`config.mk`:
```
export PLATFORM = sky130hd
export DESIGN_NAME = cxpi_role_switch_arbitration_txd_guard
export DESIGN_NICKNAME = d
export VERILOG_FILES = /design/src/verilog/cxpi_guard_pkg.sv /design/src/verilog/cxpi_role_switch_arbitration_txd_guard.sv /design/src/verilog/pin_sync.sv
export SDC_FILE = /design/constraint.sdc
export NUM_CORES = 1
export LEC_CHECK = 0
export BUFFER_PORTS_ARGS = -buffer_cell sky130_fd_sc_hd__buf_2
export CAP_MARGIN = 20
export CORE_MARGIN = 3
export CORE_UTILIZATION = 56
export DETAILED_ROUTE_END_ITERATION = 8
export GPL_ROUTABILITY_DRIVEN = 0
export GPL_TIMING_DRIVEN = 0
export PLACE_DENSITY = 0.81
export RECOVER_POWER = 50
export SYNTH_ARGS = -nofsm -noshare
export SYNTH_HDL_FRONTEND = slang
export SYNTH_SLANG_ARGS = --single-unit
```
`constraint.sdc`:
```
create_clock -name clock_i -period 3.85 [get_ports clock_i]
set_input_delay 0.385 -clock clock_i [delete_from_list [all_inputs] [get_ports clock_i]]
set_output_delay 0.385 -clock clock_i [all_outputs]
set_load 0.01 [all_outputs]
```
`src/verilog/cxpi_guard_pkg.sv`:
```
// Shared constants and carrier types for the role switch and txd guard block
`default_nettype none
package cxpi_guard_pkg;
    // Clock rate of the block
    localparam int CLK_MHZ          = 40;
    // Link clock periods counted after low-voltage reset release
    localparam int PWRUP_CLK_PERIODS = 33;
    // Standby dwell before normal mode, in microseconds
    localparam int MODE_CHG_US      = 10;
    localparam int MODE_CHG_CYC     = MODE_CHG_US * CLK_MHZ;
    // Longest gap between clock edges before the clock counts as missing
    localparam int CLK_LOSS_US      = 1000;
    localparam int CLK_LOSS_CYC     = CLK_LOSS_US * CLK_MHZ;
    // Width of a wakeup pulse driven by the block
    localparam int WAKE_PULSE_US    = 402;
    localparam int WAKE_PULSE_CYC   = WAKE_PULSE_US * CLK_MHZ;
    // Recessive bits that make up an inter-frame space
    localparam int IFS_BITS         = 10;
    // Wakeup pulses resent when no clock follows
    localparam int WAKE_RETRIES     = 2;
    // Counter width for the standby, wake, clock-loss and space timers
    localparam int CNT_W            = 16;

    // Mode states, Gray coded along power-up, standby, normal, sleep, wake
    typedef enum logic [2:0] {
        MODE_LVR     = 3'h0,
        MODE_PWRUP   = 3'h1,
        MODE_STANDBY = 3'h3,
        MODE_NORMAL  = 3'h2,
        MODE_SLEEP   = 3'h6,
        MODE_WAKE    = 3'h7
    } mode_t;

    // Pins and flags arriving from outside the clock domain
    typedef struct packed {
        logic txd;
        logic sleep_request_n;
        logic role_select;
        logic clk_pin;
        logic bus_rx;
        logic lvr;
        logic tsd;
        logic wake_evt;
    } pin_in_t;

    localparam pin_in_t PIN_RESET = '{txd: 1'b1, sleep_request_n: 1'b1,
        role_select: 1'b0, clk_pin: 1'b1, bus_rx: 1'b1, lvr: 1'b1,
        tsd: 1'b0, wake_evt: 1'b0};

    // Status flags shown to the host side
    typedef struct packed {
        logic bus_error;
        logic arb_lost;
        logic tx_enabled;
        logic secondary_master;
        logic wake_retx;
    } status_t;
endpackage
`default_nettype wire

```
`src/verilog/cxpi_role_switch_arbitration_txd_guard.sv`:
```
// Mode, arbitration, clock watch and txd guard logic of a CXPI transceiver
`default_nettype none
`timescale 1ns/1ps
module cxpi_role_switch_arbitration_txd_guard #(
    parameter int CLK_LOSS_CYC   = cxpi_guard_pkg::CLK_LOSS_CYC,
    parameter int WAKE_PULSE_CYC = cxpi_guard_pkg::WAKE_PULSE_CYC,
    parameter int MODE_CHG_CYC   = cxpi_guard_pkg::MODE_CHG_CYC,
    parameter int IFS_BITS       = cxpi_guard_pkg::IFS_BITS,
    parameter int WAKE_RETRIES   = cxpi_guard_pkg::WAKE_RETRIES
) (
    // Clock and reset
    input  wire logic                   clock_i,
    input  wire logic                   nrst_i,
    // Host side pins
    input  wire logic                   txd_i,
    input  wire logic                   sleep_request_n_i,
    input  wire logic                   role_select_i,
    input  wire logic                   clk_pin_i,
    output logic                        clk_pin_o,
    output logic                        clk_pin_oe_o,
    output logic                        rxd_o,
    output logic                        rxd_oe_o,
    // Bus side
    input  wire logic                   bus_rx_i,
    output logic                        bus_dom_o,
    output logic                        bus_en_o,
    // Supervisor flags
    input  wire logic                   lvr_i,
    input  wire logic                   tsd_i,
    input  wire logic                   wake_evt_i,
    // State
    output cxpi_guard_pkg::mode_t       mode_o,
    output cxpi_guard_pkg::status_t     status_o
);
    localparam int CW = cxpi_guard_pkg::CNT_W;

    cxpi_guard_pkg::pin_in_t raw, lvl, rise, fall;
    cxpi_guard_pkg::mode_t   mode, next_mode;

    logic          slave;
    logic [5:0]    pwr_cnt;
    logic [CW-1:0] mode_cnt;
    logic [CW-1:0] clk_cnt;
    logic [CW-1:0] wake_cnt;
    logic [CW-1:0] ifs_cnt;
    logic [3:0]    retry_cnt;
    logic          bus_error;
    logic          arb_lost;
    logic          tx_en;
    logic          seen_high;
    logic          no_clk_wake;
    logic          secondary;
    logic          wake_retx;
    logic          pending_retx;
    logic          rearm;
    logic          use_clk_in;
    logic          sample;
    logic          tsd_eff;
    logic          wake_start;

    assign raw = '{txd: txd_i, sleep_request_n: sleep_request_n_i,
        role_select: role_select_i, clk_pin: clk_pin_i, bus_rx: bus_rx_i,
        lvr: lvr_i, tsd: tsd_i, wake_evt: wake_evt_i};

    pin_sync #(
        .WIDTH     ($bits(cxpi_guard_pkg::pin_in_t)),
        .RESET_VAL (cxpi_guard_pkg::PIN_RESET)
    ) u_sync (
        .clock_i (clock_i),
        .nrst_i  (nrst_i),
        .async_i (raw),
        .level_o (lvl),
        .rise_o  (rise),
        .fall_o  (fall)
    );

    // Thermal protection inactive in sleep
    assign tsd_eff    = lvl.tsd && (mode != cxpi_guard_pkg::MODE_SLEEP);
    // Bit clock from host pin for master or stand-in master
    assign use_clk_in = !slave || secondary;
    assign sample     = use_clk_in ? rise.clk_pin : rise.bus_rx;
    // Guard rearm: reset, thermal end, normal or sleep entry
    assign rearm = (mode != next_mode &&
                    (next_mode == cxpi_guard_pkg::MODE_NORMAL ||
                     next_mode == cxpi_guard_pkg::MODE_SLEEP)) ||
                   (mode == cxpi_guard_pkg::MODE_PWRUP) || fall.tsd;
    // Wakeup event, guarded txd low or pending resend
    assign wake_start = lvl.wake_evt || (tx_en && !lvl.txd) || pending_retx;

    // Mode transitions
    always_comb begin
        next_mode = mode;
        case (mode)
            cxpi_guard_pkg::MODE_LVR:
                next_mode = cxpi_guard_pkg::MODE_PWRUP;
            cxpi_guard_pkg::MODE_PWRUP:
                if (rise.clk_pin &&
                    pwr_cnt == 6'(cxpi_guard_pkg::PWRUP_CLK_PERIODS - 1)) begin
                    next_mode = lvl.sleep_request_n ?
                        cxpi_guard_pkg::MODE_STANDBY :
                        cxpi_guard_pkg::MODE_SLEEP;
                end
            cxpi_guard_pkg::MODE_STANDBY:
                if (!lvl.sleep_request_n) begin
                    next_mode = cxpi_guard_pkg::MODE_SLEEP;
                end else if (mode_cnt >= CW'(MODE_CHG_CYC - 1)) begin
                    next_mode = cxpi_guard_pkg::MODE_NORMAL;
                end
            cxpi_guard_pkg::MODE_NORMAL:
                if (!lvl.sleep_request_n) begin
                    next_mode = cxpi_guard_pkg::MODE_SLEEP;
                end
            cxpi_guard_pkg::MODE_SLEEP:
                if (lvl.sleep_request_n) begin
                    next_mode = cxpi_guard_pkg::MODE_STANDBY;
                end else if (wake_start) begin
                    next_mode = cxpi_guard_pkg::MODE_WAKE;
                end
            cxpi_guard_pkg::MODE_WAKE:
                if (wake_cnt >= CW'(WAKE_PULSE_CYC - 1)) begin
                    next_mode = lvl.sleep_request_n ?
                        cxpi_guard_pkg::MODE_STANDBY :
                        cxpi_guard_pkg::MODE_SLEEP;
                end
            default:
                next_mode = cxpi_guard_pkg::MODE_LVR;
        endcase
    end

    // Mode register, forced by low-voltage reset
    always_ff @(posedge clock_i or negedge nrst_i) begin
        if (!nrst_i) begin
            mode <= cxpi_guard_pkg::MODE_LVR;
        end else if (lvl.lvr) begin
            mode <= cxpi_guard_pkg::MODE_LVR;
        end else begin
            mode <= next_mode;
        end
    end

    // Mode timers
    always_ff @(posedge clock_i or negedge nrst_i) begin
        if (!nrst_i) begin
            pwr_cnt  <= '0;
            mode_cnt <= '0;
            wake_cnt <= '0;
        end else begin
            if (mode != cxpi_guard_pkg::MODE_PWRUP) begin
                pwr_cnt <= '0;
            end else if (rise.clk_pin) begin
                pwr_cnt <= pwr_cnt + 6'h01;
            end
            mode_cnt <= (mode == cxpi_guard_pkg::MODE_STANDBY) ?
                        mode_cnt + 1'b1 : '0;
            wake_cnt <= (mode == cxpi_guard_pkg::MODE_WAKE) ?
                        wake_cnt + 1'b1 : '0;
        end
    end

    // Role latched only in sleep
    always_ff @(posedge clock_i or negedge nrst_i) begin
        if (!nrst_i) begin
            slave <= 1'b0;
        end else if (mode == cxpi_guard_pkg::MODE_SLEEP) begin
            slave <= lvl.role_select;
        end
    end

    // Clock watchdog on bus falling edges
    always_ff @(posedge clock_i or negedge nrst_i) begin
        if (!nrst_i) begin
            clk_cnt   <= '0;
            bus_error <= 1'b0;
        end else if (mode == cxpi_guard_pkg::MODE_LVR ||
                     mode == cxpi_guard_pkg::MODE_WAKE ||
                     fall.bus_rx) begin
            clk_cnt   <= '0;
            bus_error <= 1'b0;
        end else if (clk_cnt >= CW'(CLK_LOSS_CYC - 1)) begin
            bus_error <= 1'b1;
        end else begin
            clk_cnt <= clk_cnt + 1'b1;
        end
    end

    // Resend wakeup while clock stays missing
    always_ff @(posedge clock_i or negedge nrst_i) begin
        if (!nrst_i) begin
            retry_cnt    <= '0;
            pending_retx <= 1'b0;
            wake_retx    <= 1'b0;
        end else begin
            wake_retx <= 1'b0;
            if (mode == cxpi_guard_pkg::MODE_WAKE) begin
                pending_retx <= 1'b0;
            end else if (fall.bus_rx || mode == cxpi_guard_pkg::MODE_LVR) begin
                retry_cnt    <= '0;
                pending_retx <= 1'b0;
            end else if (mode == cxpi_guard_pkg::MODE_SLEEP &&
                         clk_cnt == CW'(CLK_LOSS_CYC - 2) &&
                         retry_cnt < 4'(WAKE_RETRIES) &&
                         !pending_retx) begin
                retry_cnt    <= retry_cnt + 4'h1;
                pending_retx <= 1'b1;
                wake_retx    <= 1'b1;
            end
        end
    end

    // Stand-in clock master after clock absent through wakeup
    always_ff @(posedge clock_i or negedge nrst_i) begin
        if (!nrst_i) begin
            no_clk_wake <= 1'b0;
            secondary   <= 1'b0;
        end else if (mode == cxpi_guard_pkg::MODE_LVR) begin
            no_clk_wake <= 1'b0;
            secondary   <= 1'b0;
        end else begin
            if (mode inside {cxpi_guard_pkg::MODE_SLEEP,
                             cxpi_guard_pkg::MODE_WAKE}) begin
                no_clk_wake <= 1'b1;
                secondary   <= 1'b0;
            end else if (fall.bus_rx && !secondary) begin
                no_clk_wake <= 1'b0;
            end
            if (mode == cxpi_guard_pkg::MODE_NORMAL && slave &&
                no_clk_wake && bus_error) begin
                secondary <= 1'b1;
            end
        end
    end

    // Guard: high seen then falling edge; rearm wins
    always_ff @(posedge clock_i or negedge nrst_i) begin
        if (!nrst_i) begin
            tx_en     <= 1'b0;
            seen_high <= 1'b0;
        end else if (rearm || mode == cxpi_guard_pkg::MODE_LVR || tsd_eff) begin
            // Clear guard and high flag on each rearm event
            tx_en     <= 1'b0;
            seen_high <= 1'b0;
        end else begin
            if (lvl.txd) begin
                seen_high <= 1'b1;
            end
            // Valid from a falling edge after high
            if (fall.txd && seen_high) begin
                tx_en <= 1'b1;
            end
        end
    end

    // Bit compare at each sample; from first bit
    always_ff @(posedge clock_i or negedge nrst_i) begin
        if (!nrst_i) begin
            arb_lost <= 1'b0;
            ifs_cnt  <= '0;
        end else if (mode != cxpi_guard_pkg::MODE_NORMAL) begin
            arb_lost <= 1'b0;
            ifs_cnt  <= '0;
        end else if (sample) begin
            if (!lvl.bus_rx) begin
                ifs_cnt <= '0;
            end else if (ifs_cnt >= CW'(IFS_BITS - 1)) begin
                arb_lost <= 1'b0;
                ifs_cnt  <= '0;
            end else begin
                ifs_cnt <= ifs_cnt + 1'b1;
            end
            // Per-bit decision; loss wins over space clear
            if (tx_en && !arb_lost && lvl.txd != lvl.bus_rx) begin
                arb_lost <= 1'b1;
            end
        end
    end

    // Output pins; dominant through the guard in normal mode, or during the wake pulse
    always_ff @(posedge clock_i or negedge nrst_i) begin
        if (!nrst_i) begin
            bus_dom_o    <= 1'b0;
            bus_en_o     <= 1'b0;
            rxd_o        <= 1'b1;
            rxd_oe_o     <= 1'b0;
            clk_pin_o    <= 1'b1;
            clk_pin_oe_o <= 1'b0;
        end else begin
            bus_en_o <= mode != cxpi_guard_pkg::MODE_LVR &&
                        mode != cxpi_guard_pkg::MODE_PWRUP && !tsd_eff;
            bus_dom_o <= !tsd_eff &&
                ((mode == cxpi_guard_pkg::MODE_NORMAL && tx_en &&
                  !arb_lost && !lvl.txd) ||
                 mode == cxpi_guard_pkg::MODE_WAKE);
            // Receiver follows bus regardless of guard
            rxd_o        <= lvl.bus_rx;
            rxd_oe_o     <= mode != cxpi_guard_pkg::MODE_LVR &&
                            mode != cxpi_guard_pkg::MODE_STANDBY;
            clk_pin_o    <= lvl.bus_rx;
            clk_pin_oe_o <= slave && !secondary &&
                            mode == cxpi_guard_pkg::MODE_NORMAL;
        end
    end

    assign mode_o   = mode;
    assign status_o = '{bus_error: bus_error, arb_lost: arb_lost,
        tx_enabled: tx_en, secondary_master: secondary, wake_retx: wake_retx};
endmodule // cxpi_role_switch_arbitration_txd_guard
`default_nettype wire

```
`src/verilog/pin_sync.sv`:
```
// Two-stage synchroniser with edge detection for a group of pins
`default_nettype none
`timescale 1ns/1ps
module pin_sync #(
    parameter int                  WIDTH     = 8,
    parameter logic [WIDTH-1:0]    RESET_VAL = '0
) (
    // Clock and reset
    input  wire logic             clock_i,
    input  wire logic             nrst_i,
    // Raw pins
    input  wire logic [WIDTH-1:0] async_i,
    // Synchronised level and edges
    output logic      [WIDTH-1:0] level_o,
    output logic      [WIDTH-1:0] rise_o,
    output logic      [WIDTH-1:0] fall_o
);
    logic [WIDTH-1:0] meta;
    logic [WIDTH-1:0] stage;
    logic [WIDTH-1:0] prev;

    // Synchroniser chain plus history stage
    always_ff @(posedge clock_i or negedge nrst_i) begin
        if (!nrst_i) begin
            meta  <= RESET_VAL;
            stage <= RESET_VAL;
            prev  <= RESET_VAL;
        end else begin
            meta  <= async_i;
            stage <= meta;
            prev  <= stage;
        end
    end

    // Edges from the settled stages only
    assign level_o = stage;
    assign rise_o  = stage & ~prev;
    assign fall_o  = ~stage & prev;
endmodule // pin_sync
`default_nettype wire

```
==> run metrics <==
final global-route overflow total 0; run status finished with violations; initial cell density of the core 0.592; wire length of the first global-routing pass 17.0 mm; worst clock skew on the final layout 9.76 ps; count of cells resized by post-cts repair 0; kind of capture point of the worst setup path register; sequential cell area fraction in the yosys report 0.553; proportion of netlist area held by the largest area contributor 0.485; horizontal extent of the die 101 um; startpoint of the worst setup timing path ifs_cnt[0]; P per Cell Area 347 nW/um2; Leak 2.38 nW; Worst Hold Depth 1; worst-margin pin slew 2720 ps; worst relative slew slack -0.815; Critical R2R Launch ifs_cnt[0]; most numerous cell types in the synthesized netlist sky130_fd_sc_hd__dfrtp_1, sky130_fd_sc_hd__nor2_1, sky130_fd_sc_hd__nand2_1; flip-flop and latch count after synthesis 110; register clock-pin slew on the reported worst setup and hold paths 100 ps; setup slack, reg-to-reg 1310 ps; min setup slack post-route 1310 ps; number of buffers inserted by port buffering 23; maximum number of pins on one net before global-route repair 60; most frequent cell after synthesis sky130_fd_sc_hd__dfrtp_1; setup repair after global routing missed its margin no; die area 10100 um2; ratio of routed vias to standard cells 5.79; area of the core 8460 um2; cell type contributing the most total cell area after synthesis sky130_fd_sc_hd__dfrtp_1; router iterations before antenna repair 4; startpoint-to-endpoint class of the critical path reg -> reg; TritonCTS clock tree yes; synthesized area divided by synthesized cell count 10.4 um2; DP HPWL 6.75 mm; share of flip-flops with an asynchronous set or reset after synthesis 1.00; Setup Slack @ Placement 1320 ps; post-synth net total 501; CTS root buffer sky130_fd_sc_hd__clkbuf_8; number of CTS-inserted buffers 9; initial antenna violation count 0; total setup violations reported at the end of the flow 0; count of flip-flops with a built-in enable after synthesis 0; Starting DRT DRC Count 172; total power of the final layout 1.89 mW; final-report hold violation count 0; Diodes inserted 0; DRC violation count after routing 0; Setup Fix Bufs, Post-CTS 0; final clock period utilization by the worst path 0.660; Placement Rows 33; number of max-slew violations in the final report 52; critical hold path startpoint sleep_request_n_i; Max Clk Rate 0.393 GHz; mapped cell area 5010 um2; maximum clock path buffer count 2; final critical delay including setup and external delays 2540 ps; clock latency of the later-clocked register in the worst-skew pair 370 ps; depth of the worst register-to-register path 7; layout overhead on the synthesized area 9.02%; violations in the final reports max-capacitance violations, max-slew violations; data required time at the worst endpoint 4150 ps; Setup TNS Final 0 ps; largest fanout on the critical path 7; end of the worst register-to-register path ifs_cnt[15]; terminating pin of the worst hold path u_sync.meta[6]; CP Launch Type register; largest vdd supply drop 0.000222 V; wire length after detailed routing 9.44 mm; total number of vias 3627; maxcap violations 1; YS warnings 0; post-cts hold buffer count 0; unique cell type count in the Yosys netlist 59; Critical Path AT 2840 ps; count of antenna-violating nets left after detailed routing 0; type of the most critical hold path in -> reg; number of nets in the layout 536; dominant synthesized flop cell sky130_fd_sc_hd__dfrtp_1; Die Ht 101 um; number of global-route vias before repair 3584; DR WL/cell 15.1 um; All-Layer GR Usage 0.208; Gate Count Post-Synth 481; layout cells sized above 1 0.123; number of primary I/O pins 24; TritonCTS sink count 110; number of H-tree levels 3; ranking of synthesized cells by area sky130_fd_sc_hd__dfrtp_1, sky130_fd_sc_hd__dfstp_2, sky130_fd_sc_hd__nor2_1, sky130_fd_sc_hd__xor2_1, sky130_fd_sc_hd__xnor2_1
## state kept, by name, indices dropped and copies added, names as in the netlist, 3 cells and up
signal and count:
clk_cnt 16, ifs_cnt 16, mode_cnt 16, mode_o 3, pwr_cnt 6, retry_cnt 4
u_sync.level_o 8, u_sync.meta 8, u_sync.prev 4, wake_cnt 16
## metal layers
metal,track usage,routed length [um],vias up
met4,0.0591,123,0
li1,-,-,1757
met5,0,0,-
met1,0.279,4210,1784
met3,0.0505,398,13
met2,0.339,4710,73
## stage by stage
| stage | utilization | instances | hold WS, ps | area [um2] |
|---|---|---|---|---|
| 2_1_floorplan | - | 481 | 89.4 | 5010 |
| 3_3_place_gp | 0.621 | 609 | 337 | 5260 |
| 3_5_place_dp | 0.625 | 610 | 336 | 5290 |
| 4_1_cts | 0.646 | 626 | 45.8 | 5470 |
| 5_1_grt | 0.645 | 626 | 66.3 | 5460 |
| 6_report | 0.645 | 626 | 98.0 | 5460 |
## cells in the final DEF, fill, tap and decap left out, types with 14 or more instances in the layout
cell type,instances
sky130_fd_sc_hd__xnor2_1,16
sky130_fd_sc_hd__nand3_1,20
sky130_fd_sc_hd__nand2_1,29
sky130_fd_sc_hd__dfrtp_1,97
sky130_fd_sc_hd__a21oi_1,25
sky130_fd_sc_hd__o21ai_0,14
sky130_fd_sc_hd__nand4_1,16
sky130_fd_sc_hd__buf_2,24
sky130_fd_sc_hd__nor2_1,68
sky130_fd_sc_hd__inv_1,16
sky130_fd_sc_hd__xor2_1,27
## final cells by class
class | count | area, um2
tap | 105 | 131
clock buffer | 10 | 128
timing repair buffer | 24 | 141
buffer | 17 | 88.8
sequential | 110 | 2770
fill | 653 | 3000
multi-input combinational | 338 | 2090
inverter | 16 | 60.1
clock inverter | 6 | 51.3
## cells by family (layout without fill, tap and decap cells)
group	count (synthesis)	in the layout	synth area share
xor+xnor	43	43	0.0752
compound gates	72	72	0.0927
simple gates	211	211	0.220
buf+inv	33	73	0.0297
mux	2	2	0.00524
fa+ha+maj	10	10	0.0250
flops	110	110	0.553
## worst max-delay path: stages (launching register included)
cell                        delay [ps]
sky130_fd_sc_hd__dfrtp_1           450
sky130_fd_sc_hd__ha_1              210
sky130_fd_sc_hd__or3b_2            440
sky130_fd_sc_hd__a2111oi_0         700
sky130_fd_sc_hd__and3_1            240
sky130_fd_sc_hd__buf_2             150
sky130_fd_sc_hd__nor2_1            130
sky130_fd_sc_hd__a21oi_1           170
## worst max path at each step
stage,to,cells after the start
6_report,ifs_cnt[15],7
5_1_grt,pending_retx,1
4_1_cts,ifs_cnt[15],7
3_5_place_dp,ifs_cnt[15],8
3_3_place_gp,mode_cnt[11],1
2_1_floorplan,retry_cnt[0],5
## power breakdown
part / switching [mW] / total [mW] / internal (mW)
registers: 0.0125 / 1.19 / 1.17
logic: 0.0491 / 0.0718 / 0.0227
clock network: 0.389 / 0.634 / 0.245
total: 0.451 / 1.89 / 1.44
Note: power is estimated with default switching activity, not from simulation.
